[src/shared/erxhm_pkg.sv]
// Package with register map, field layout and reset values for the receive filter config block.
package erxhm_pkg;

    // Register offsets on the plain register port (byte addresses, one word each).
    localparam logic [7:0] OFS_HASH_LOW    = 8'h00;
    localparam logic [7:0] OFS_HASH_HIGH   = 8'h04;
    localparam logic [7:0] OFS_PMASK_LOW   = 8'h08;
    localparam logic [7:0] OFS_PMASK_HIGH  = 8'h0C;
    localparam logic [7:0] OFS_GUARD_STAT  = 8'h10;

    // Reset values.
    localparam logic [31:0] RST_HASH_LOW   = 32'h0000_0000;
    localparam logic [31:0] RST_HASH_HIGH  = 32'h0000_0000;
    localparam logic [31:0] RST_PMASK_LOW  = 32'h0000_0000;
    localparam logic [31:0] RST_PMASK_HIGH = 32'h0000_0000;

    // Guard status register field positions.
    localparam int GUARD_HASH_LOCK_BIT  = 0;
    localparam int GUARD_PMASK_LOCK_BIT = 1;
    localparam int GUARD_DROP_BIT       = 2;

    // Filter configuration as it reaches the receive path.
    typedef struct packed {
        logic [63:0] hash_table_bits;
        logic [63:0] pattern_mask_bits;
    } erxhm_cfg_type;

    // Protection inputs sampled from the controller's control registers.
    typedef struct packed {
        logic       receive_enable_bit;
        logic       hash_filter_enable;
        logic [3:0] pattern_match_mode;
    } erxhm_guard_type;

endpackage

[src/verilog/erxhm_regs.sv]
// Receive hash table and pattern match mask registers with change protection.
//
// Operation
// RL1: Hash table low word holds bytes 0-3.
// RL2: Hash table high word holds bytes 4-7.
// RL3: Contents drive receive filtering only, never transmit.
// RL4: Software changes hash only when unprotected.
// RL5: Mask low word holds bytes 0-3.
// RL6: Mask high word holds bytes 4-7.
// RL7: Software changes mask only when unprotected.
// RL8: Writes while protected are dropped silently; the code drops them but sets a sticky drop flag in the status word.
`timescale 1ns/1ps

module erxhm_regs (
    // Clock and reset.
    input  wire logic                     i_clk,
    input  wire logic                     i_nrst,
    // Register port.
    input  wire logic [7:0]               i_addr,
    input  wire logic [31:0]              i_wdata,
    input  wire logic                     i_wr,
    input  wire logic                     i_rd,
    output logic      [31:0]              o_rdata,
    // Protection levels from the controller control registers.
    input  wire erxhm_pkg::erxhm_guard_type i_guard,
    // Configuration to the receive filter.
    output erxhm_pkg::erxhm_cfg_type      o_rx_cfg
);

    logic [31:0] hash_low_r;
    logic [31:0] hash_high_r;
    logic [31:0] pmask_low_r;
    logic [31:0] pmask_high_r;
    logic [31:0] rdata_r;
    logic        drop_r;
    logic        hash_lock;
    logic        pmask_lock;
    logic        wr_hash_low;
    logic        wr_hash_high;
    logic        wr_pmask_low;
    logic        wr_pmask_high;
    logic        drop_nxt;

    // Protection is a same-clock level, so no synchroniser is needed here.
    assign hash_lock  = i_guard.receive_enable_bit & i_guard.hash_filter_enable;  // RL4
    assign pmask_lock = i_guard.receive_enable_bit &
                        (i_guard.pattern_match_mode != 4'h0);                   // RL7

    // Write decode; a locked register simply refuses the write.
    assign wr_hash_low   = i_wr & (i_addr == erxhm_pkg::OFS_HASH_LOW)   & ~hash_lock;  // RL8
    assign wr_hash_high  = i_wr & (i_addr == erxhm_pkg::OFS_HASH_HIGH)  & ~hash_lock;  // RL8
    assign wr_pmask_low  = i_wr & (i_addr == erxhm_pkg::OFS_PMASK_LOW)  & ~pmask_lock; // RL8
    assign wr_pmask_high = i_wr & (i_addr == erxhm_pkg::OFS_PMASK_HIGH) & ~pmask_lock; // RL8

    // A refused write is remembered so software can see it was lost.
    always_comb begin
        drop_nxt = drop_r;
        if (i_wr && ((i_addr == erxhm_pkg::OFS_HASH_LOW) ||
                     (i_addr == erxhm_pkg::OFS_HASH_HIGH)) && hash_lock) begin
            drop_nxt = 1'b1;
        end else if (i_wr && ((i_addr == erxhm_pkg::OFS_PMASK_LOW) ||
                              (i_addr == erxhm_pkg::OFS_PMASK_HIGH)) && pmask_lock) begin
            drop_nxt = 1'b1;
        end else if (i_rd && (i_addr == erxhm_pkg::OFS_GUARD_STAT)) begin
            drop_nxt = 1'b0;
        end
    end

    // Hash table words.
    always_ff @(posedge i_clk) begin
        if (!i_nrst) begin
            hash_low_r  <= erxhm_pkg::RST_HASH_LOW;
            hash_high_r <= erxhm_pkg::RST_HASH_HIGH;
        end else begin
            if (wr_hash_low) begin
                hash_low_r <= i_wdata;   // RL1
            end
            if (wr_hash_high) begin
                hash_high_r <= i_wdata;  // RL2
            end
        end
    end

    // Pattern mask words, byte n of the mask in bits 8n+7:8n.
    always_ff @(posedge i_clk) begin
        if (!i_nrst) begin
            pmask_low_r  <= erxhm_pkg::RST_PMASK_LOW;
            pmask_high_r <= erxhm_pkg::RST_PMASK_HIGH;
        end else begin
            if (wr_pmask_low) begin
                pmask_low_r <= i_wdata;   // RL5
            end
            if (wr_pmask_high) begin
                pmask_high_r <= i_wdata;  // RL6
            end
        end
    end

    // Sticky drop flag; a new refusal in the read cycle wins over the clear.
    always_ff @(posedge i_clk) begin
        if (!i_nrst) begin
            drop_r <= 1'b0;
        end else begin
            drop_r <= drop_nxt;
        end
    end

    // Read data stand for exactly the cycle after the read strobe.
    always_ff @(posedge i_clk) begin
        if (!i_nrst) begin
            rdata_r <= 32'h0000_0000;
        end else if (i_rd) begin
            case (i_addr)
                erxhm_pkg::OFS_HASH_LOW:   rdata_r <= hash_low_r;
                erxhm_pkg::OFS_HASH_HIGH:  rdata_r <= hash_high_r;
                erxhm_pkg::OFS_PMASK_LOW:  rdata_r <= pmask_low_r;
                erxhm_pkg::OFS_PMASK_HIGH: rdata_r <= pmask_high_r;
                erxhm_pkg::OFS_GUARD_STAT: begin
                    rdata_r <= 32'h0000_0000;
                    rdata_r[erxhm_pkg::GUARD_HASH_LOCK_BIT]  <= hash_lock;
                    rdata_r[erxhm_pkg::GUARD_PMASK_LOCK_BIT] <= pmask_lock;
                    rdata_r[erxhm_pkg::GUARD_DROP_BIT]       <= drop_r;
                end
                default:                   rdata_r <= 32'h0000_0000;
            endcase
        end else begin
            rdata_r <= 32'h0000_0000;
        end
    end

    assign o_rdata = rdata_r;

    // The table only feeds the receive filter; nothing here touches transmit.
    assign o_rx_cfg.hash_table_bits   = {hash_high_r, hash_low_r};    // RL3
    assign o_rx_cfg.pattern_mask_bits = {pmask_high_r, pmask_low_r}; // RL3

    // Assertions.
    a_hash_low_write: assert property (@(posedge i_clk) disable iff (!i_nrst)
        wr_hash_low |=> o_rx_cfg.hash_table_bits[31:0] == $past(i_wdata))  // RL1
        else $error("hash low word not written");
    a_hash_high_write: assert property (@(posedge i_clk) disable iff (!i_nrst)
        wr_hash_high |=> o_rx_cfg.hash_table_bits[63:32] == $past(i_wdata))  // RL2
        else $error("hash high word not written");
    a_pmask_low_write: assert property (@(posedge i_clk) disable iff (!i_nrst)
        wr_pmask_low |=> o_rx_cfg.pattern_mask_bits[7:0] == $past(i_wdata[7:0]))  // RL5
        else $error("mask low word not written");
    a_pmask_high_write: assert property (@(posedge i_clk) disable iff (!i_nrst)
        wr_pmask_high |=> o_rx_cfg.pattern_mask_bits[63:56] == $past(i_wdata[31:24]))  // RL6
        else $error("mask high word not written");
    a_hash_lock_hold: assert property (@(posedge i_clk) disable iff (!i_nrst)
        (i_guard.receive_enable_bit && i_guard.hash_filter_enable)
        |=> $stable(o_rx_cfg.hash_table_bits))  // RL4
        else $error("hash changed while locked");
    a_pmask_lock_hold: assert property (@(posedge i_clk) disable iff (!i_nrst)
        (i_guard.receive_enable_bit && i_guard.pattern_match_mode != 4'h0)
        |=> $stable(o_rx_cfg.pattern_mask_bits))  // RL7
        else $error("mask changed while locked");
    a_locked_write_drop: assert property (@(posedge i_clk) disable iff (!i_nrst)
        (i_wr && hash_lock && i_addr == erxhm_pkg::OFS_HASH_LOW)
        |=> drop_r && $stable(hash_low_r))  // RL8
        else $error("locked write not dropped");
    a_read_hash_high: assert property (@(posedge i_clk) disable iff (!i_nrst)
        (i_rd && i_addr == erxhm_pkg::OFS_HASH_HIGH && !i_wr)
        |=> o_rdata == $past(hash_high_r) ##1 (o_rdata == 32'h0000_0000 || $past(i_rd)))  // RL2
        else $error("hash high readback wrong");
    a_cfg_rx_only: assert property (@(posedge i_clk) disable iff (!i_nrst)
        !(i_wr || i_rd) |=> $stable(o_rx_cfg))  // RL3
        else $error("config changed without access");

    // Reset must clear every stored word and the read port, whatever came before.
    a_reset_clears: assert property (@(posedge i_clk)
        !i_nrst |=> (o_rx_cfg == '0) && (o_rdata == 32'h0000_0000))  // RL1
        else $error("reset did not clear registers");

    // The other three words must also keep their value when a write is refused.
    a_locked_hash_high: assert property (@(posedge i_clk) disable iff (!i_nrst)
        (i_wr && hash_lock && i_addr == erxhm_pkg::OFS_HASH_HIGH)
        |=> drop_r && $stable(hash_high_r))  // RL8
        else $error("locked hash high write not dropped");
    a_locked_pmask_low: assert property (@(posedge i_clk) disable iff (!i_nrst)
        (i_wr && pmask_lock && i_addr == erxhm_pkg::OFS_PMASK_LOW)
        |=> drop_r && $stable(pmask_low_r))  // RL8
        else $error("locked mask low write not dropped");
    a_locked_pmask_high: assert property (@(posedge i_clk) disable iff (!i_nrst)
        (i_wr && pmask_lock && i_addr == erxhm_pkg::OFS_PMASK_HIGH)
        |=> drop_r && $stable(pmask_high_r))  // RL8
        else $error("locked mask high write not dropped");

    // Reading the status word clears the sticky flag when no refusal competes.
    a_drop_clear: assert property (@(posedge i_clk) disable iff (!i_nrst)
        (i_rd && !i_wr && i_addr == erxhm_pkg::OFS_GUARD_STAT) |=> !drop_r)  // RL8
        else $error("drop flag not cleared by status read");
    a_status_read: assert property (@(posedge i_clk) disable iff (!i_nrst)
        (i_rd && i_addr == erxhm_pkg::OFS_GUARD_STAT)
        |=> o_rdata[2:0] == {$past(drop_r), $past(pmask_lock), $past(hash_lock)})  // RL8
        else $error("status readback wrong");

    // Readback of the remaining words, one cycle after the strobe.
    a_read_hash_low: assert property (@(posedge i_clk) disable iff (!i_nrst)
        (i_rd && i_addr == erxhm_pkg::OFS_HASH_LOW)
        |=> o_rdata == $past(hash_low_r))  // RL1
        else $error("hash low readback wrong");
    a_read_pmask_low: assert property (@(posedge i_clk) disable iff (!i_nrst)
        (i_rd && i_addr == erxhm_pkg::OFS_PMASK_LOW)
        |=> o_rdata == $past(pmask_low_r))  // RL5
        else $error("mask low readback wrong");
    a_read_pmask_high: assert property (@(posedge i_clk) disable iff (!i_nrst)
        (i_rd && i_addr == erxhm_pkg::OFS_PMASK_HIGH)
        |=> o_rdata == $past(pmask_high_r))  // RL6
        else $error("mask high readback wrong");

    // Without a read strobe the port shows zero, so stale data never lingers.
    a_rdata_idle: assert property (@(posedge i_clk) disable iff (!i_nrst)
        !i_rd |=> o_rdata == 32'h0000_0000)  // RL1
        else $error("read data present without read");

    // Per byte lane: byte n of each word must land in bits 8n+7:8n of its half.
    // Checking lanes one by one catches swapped or shifted bytes that a
    // whole-word compare against the same wiring might miss.
    for (genvar n = 0; n < 4; n++) begin : g_lane
        a_hash_low_lane: assert property (@(posedge i_clk) disable iff (!i_nrst)
            wr_hash_low
            |=> o_rx_cfg.hash_table_bits[8*n +: 8] == $past(i_wdata[8*n +: 8]))  // RL1
            else $error("hash low byte lane wrong");
        a_hash_high_lane: assert property (@(posedge i_clk) disable iff (!i_nrst)
            wr_hash_high
            |=> o_rx_cfg.hash_table_bits[32+8*n +: 8] == $past(i_wdata[8*n +: 8]))  // RL2
            else $error("hash high byte lane wrong");
        a_pmask_low_lane: assert property (@(posedge i_clk) disable iff (!i_nrst)
            wr_pmask_low
            |=> o_rx_cfg.pattern_mask_bits[8*n +: 8] == $past(i_wdata[8*n +: 8]))  // RL5
            else $error("mask low byte lane wrong");
        a_pmask_high_lane: assert property (@(posedge i_clk) disable iff (!i_nrst)
            wr_pmask_high
            |=> o_rx_cfg.pattern_mask_bits[32+8*n +: 8] == $past(i_wdata[8*n +: 8]))  // RL6
            else $error("mask high byte lane wrong");
    end

endmodule
[config.mk]
export PLATFORM = sky130hd
export DESIGN_NAME = erxhm_regs
export DESIGN_NICKNAME = d
export VERILOG_FILES = /design/src/shared/erxhm_pkg.sv /design/src/verilog/erxhm_regs.sv
export SDC_FILE = /design/constraint.sdc
export NUM_CORES = 1
export LEC_CHECK = 0
export BUFFER_PORTS_ARGS = -buffer_cell sky130_fd_sc_hd__buf_2
export CAP_MARGIN = 10
export CORE_ASPECT_RATIO = 0.8
export CORE_MARGIN = 4
export CORE_UTILIZATION = 47
export CTS_CLUSTER_DIAMETER = 100
export DETAILED_ROUTE_END_ITERATION = 8
export PLACE_DENSITY = 0.75
export SKIP_CTS_REPAIR_TIMING = 1
export SLEW_MARGIN = 20
export SYNTH_ARGS = -nofsm -noshare
export SYNTH_HDL_FRONTEND = slang
export SYNTH_SLANG_ARGS = --single-unit
[constraint.sdc]
create_clock -name i_clk -period 2.2 [get_ports i_clk]
set_input_delay 0.44 -clock i_clk [delete_from_list [all_inputs] [get_ports i_clk]]
set_output_delay 0.44 -clock i_clk [all_outputs]
set_load 0.02 [all_outputs]
* Yosys cells after proc, flatten, opt, wreduce, memory -nomap -nowiden
Index checks and enable logic that the tools add are counted.
** Word-level totals
- Output and inout bits :: 160
- Register bits :: 161
- Logic and storage cells :: 37
** Cells by class
- Mux-type cells :: 4
- Equality and inequality tests :: 4
- Reductions and logical operators :: 11
- Bitwise operators :: 12
** Operator list (count)
- one-hot mux 32 bit (5 select lines) :: 1
- equality test 8 x 4 -> 1 bit (second input constant) :: 2
- AND 1 bit :: 10
- equality test 8 x 3 -> 1 bit (second input constant) :: 1
- equality test 8 x 5 -> 1 bit (second input constant) :: 1
- logical NOT 8 bit :: 1
- logical AND 1 bit :: 5
- nonzero test 4 bit :: 1
- 2-to-1 mux 1 bit :: 3
- nonzero test 3 bit :: 1
- logical OR 1 bit :: 2
- NOT 1 bit :: 2
- AND reduction 2 bit :: 1

* Depth between registers and ports, before layout
- Depth after elaboration :: 6
- Gate-level depth with buffers :: 6
- Gate-level depth less buffers :: 4

* Least setup slack after synthesis
No wires, ideal clock.
- Path kind :: in2reg
- Start :: input port i_addr[3]
- End :: register rdata_r[11], in the netlist o_rdata[11]
- Setup slack :: 0.463 ns
- Arrival time :: 1.609 ns
- Library setup time :: 0.128 ns
- Stages on the path :: 4
- Path buffers :: 2
- Cells stage by stage :: buf_2 > buf_2 > mux4_2 > nor2b_1
** Between the ends
- Word-level cells in the longest chain between the ends :: 2
** RTL lines
- start: declaration :: RTL line erxhm_regs.sv:19 : input wire logic [7:0] i_addr,
- equality test 8 x 5 -> 1 bit (tied with other cells) :: RTL line erxhm_regs.sv:113 : case (i_addr)
- one-hot mux 32 bit (5 select lines) (*) :: RTL line erxhm_regs.sv:113
- end signal: assignment :: RTL line erxhm_regs.sv:114 : erxhm_pkg::OFS_HASH_LOW: rdata_r <= hash_low_r;
- end signal: assignment :: RTL line erxhm_regs.sv:115 : erxhm_pkg::OFS_HASH_HIGH: rdata_r <= hash_high_r;
- end signal: assignment :: RTL line erxhm_regs.sv:116 : erxhm_pkg::OFS_PMASK_LOW: rdata_r <= pmask_low_r;
- end: declaration :: RTL line erxhm_regs.sv:34 : logic [31:0] rdata_r;
Mark *: on every way between the ends. The rest lies on a longest branch, timed or not.
A chain may end at the register's enable or synchronous reset.

* Final worst setup path
- Start :: input port i_addr[0]
- End :: register pmask_low_r[22]
** Between the ends
- Word-level cells in the longest chain between the ends :: 3
** RTL lines
- equality test 8 x 4 -> 1 bit :: RTL line erxhm_regs.sv:52 : assign wr_pmask_low = i_wr & (i_addr == erxhm_pkg::OFS_PMASK_LOW) & ~pmask_lock;
- AND 1 bit (2 in series) :: RTL line erxhm_regs.sv:52
- end signal: assignment :: RTL line erxhm_regs.sv:87 : pmask_low_r <= erxhm_pkg::RST_PMASK_LOW;
- end signal: assignment :: RTL line erxhm_regs.sv:91 : pmask_low_r <= i_wdata;
- end: declaration :: RTL line erxhm_regs.sv:32 : logic [31:0] pmask_low_r;
No other way between the ends.

==> metrics.cfg <==
[outcome]
status = complete, no violations

[yosys]
synth_top_area_share_pct = 50.9
synth_warnings = 0
synth_area_leaders = dfxtp_1 (51%), mux2i_1 (15%), mux4_2 (11%)
synth_seq_area_share_pct = 50.9
yosysTopAreaCell = dfxtp_1
synth_fp_nets = 633
synth_seq_cells = 161
synth_cell_types = 28
syn_avg_cell_area_um2 = 10.9
syn-cell-area_um2 = 6330
postSynthCellCount = 583

[clocking]
cts-root-buf = clkbuf_16
cts_tree = built
path_clk_slew_ns = 0.06
tritoncts.num_buffers = 17
clock_sinks = 161
clk_latency_ns = 0.40
h-tree-depth = 4
clk_path_buf_depth = 2

[worst_setup_path]
cpPeakStageDelay_ns = 0.34
required_ns = 2.52
endpoint_kind = flip-flop
path_class = input port to flip-flop
critical_path.slowest_cell = nor4_4
critPathLaunchType = input port
worst-path-max-fanout = 16
crit_chain = buf_2 -> nor4_4 -> and3b_2 -> and4b_2 -> buf_12 -> mux2i_1
arrival_ns = 1.97

[timing]
grt_setup_unrepaired = false
worst_slack_ns = 0.550
tns_ns = 0
maxSlewViolCount = 0
max_clock_freq_ghz = 0.606
fin_skew_ns = 0.00830
worstMarginPinSlew_ns = 0.636
period_needed_ns = 1.65
finalCritPeriodShare_pct = 75.0
max-slew-margin-rel_pct = 57.6
hold_violations = 0
final-setup-viol-count = 0

[place]
place.port_buffers = 209
place_ws_ns = 0.156
hpwlAfterDp_um = 11800
place_congestion = 0.783
placed_cell_area_um2 = 7580

[final_layout]
utilization_pct = 63.0
diodes = 0
final_common_cell = buf_2
area_growth_pct = 29.4
final_area_um2 = 8190
final_cell_mix = buf_2 (208), dfxtp_1 (161), nand2_1 (132)
fin_nets = 831
layout-drive-gt1-share_pct = 37.0

[power_and_ir_drop]
ir_drop_uv = 539
comb_power_share_pct = 3.9
pwr-share-seq_pct = 47.0
p_clk_share_pct = 49.1
switching_share_pct = 21.9
p_switching_uw = 1360
p_leak_uw = 0.00397
intPower_uw = 4850
powerDensity_nw_per_um2 = 758

[worst_hold_path]
hold_path.class = input port to flip-flop

[global_route]
grt_overflow = 0
grt_pass1_wl_um = 27300
antenna_found_initial = 0
grt_usage_pct = 22.0
grt_pass1_vias = 5396
grt_max_degree = 88

[die]
initial_core_util_pct = 48.7
fp.dieW_um = 138
die_h_um = 112
coreArea_um2 = 13000
num_rows = 37
ios = 210
die-area_um2 = 15400

[detailed_routing]
via_per_inst = 5.24
wirelength_um = 16800
drc = 0
wl_per_cell_um = 17.3
drt_iter0_drc = 258
vias = 5079
drtAntennaViolNets = 0
drt-pass1-iter-count = 4

[run]
drv_cap = 0

-- cell usage after synthesis, drive strengths merged --
library cell and count:
dfxtp 161, nand2 132, mux2i 97, nand3 33, o21ai 33, mux4 32, nor2b 30, clkbuf 25
buf 20, nand4b 3, a21oi 2, nand2b 2, nand4 2, nor2 2, a211oi 1, a21boi 1
a2bb2oi 1, and3b 1, and4b 1, inv 1, nand3b 1, nor4 1, o41ai 1
-- routing by layer --
metal | global-route usage (%) | vias up | part of all wire (%) | wire length, µm
li1 | - | 2410 | - | -
met1 | 27.5 | 2470 | 41 | 6950
met2 | 37.4 | 185 | 50 | 8410
met3 | 6.73 | 14 | 7.6 | 1270
met4 | 5.07 | 0 | 1.0 | 174
met5 | 0 | - | 0 | 0
-- worst max-delay path: cells and delay by family --
family                 cells  cell delay [ns]
muxes                      1             0.23
buffers and inverters      2             0.30
and+or+nand+nor            3             0.99
-- cells by family after synthesis --
logic type | count (synthesis) | synth area share (%)
AOI/OAI and AO/OA | 39 | 3.40
buffers and inverters | 46 | 3.68
DFF | 161 | 50.9
muxes | 129 | 26.7
and+or+nand+nor | 208 | 15.3
-- cell type report --
| cell class | count | area [µm²] |
|---|---|---|
| Multi-Input combinational cell | 376 | 2890 |
| Fill cell | 1065 | 4820 |
| Inverter | 1 | 3.75 |
| Clock inverter | 14 | 175 |
| Timing Repair Buffer | 224 | 1240 |
| Tap cell | 175 | 219 |
| Clock buffer | 18 | 439 |
| Sequential cell | 161 | 3220 |
-- sequential cells by signal, indices dropped and copies added (netlist names) --
register      cells
hash_high_r      32
pmask_low_r      32
drop_r            1
hash_low_r       32
o_rdata          32
pmask_high_r     32
-- power by group through the flow --
stage | combinational [µW] | sequential [µW] | clock (µW)
final | 243 | 2920 | 3050
after global routing | 264 | 2920 | 3220
after CTS | 244 | 2920 | 3100
after detailed placement | 243 | 2980 | 0
after global placement | 237 | 2980 | 0
after floorplan | 137 | 2990 | 0
-- worst paths after layout --
check | slack, ns | from | depth (start not counted) | endpoint
max reg2reg | 1.05 | pmask_high_r[1]$_SDFFE_PN0P_ | 3 | o_rdata[1]$_SDFF_PN0_
max | 0.55 | i_addr[0] | 6 | pmask_low_r[22]$_SDFFE_PN0P_
min reg2reg | 0.47 | pmask_high_r[25]$_SDFFE_PN0P_ | 2 | pmask_high_r[25]$_SDFFE_PN0P_
min | 0.34 | i_guard[4] | 3 | o_rdata[0]$_SDFF_PN0_
-- stage by stage --
stage	std cells	power, µW	hold slack, ns
detailed placement	937	3230	0.463
global route	969	6400	0.335
floorplan	583	3120	0.444
CTS	969	6260	0.326
global placement	937	3220	0.451
finish	969	6210	0.344
(Power assumes the default switching activity.)
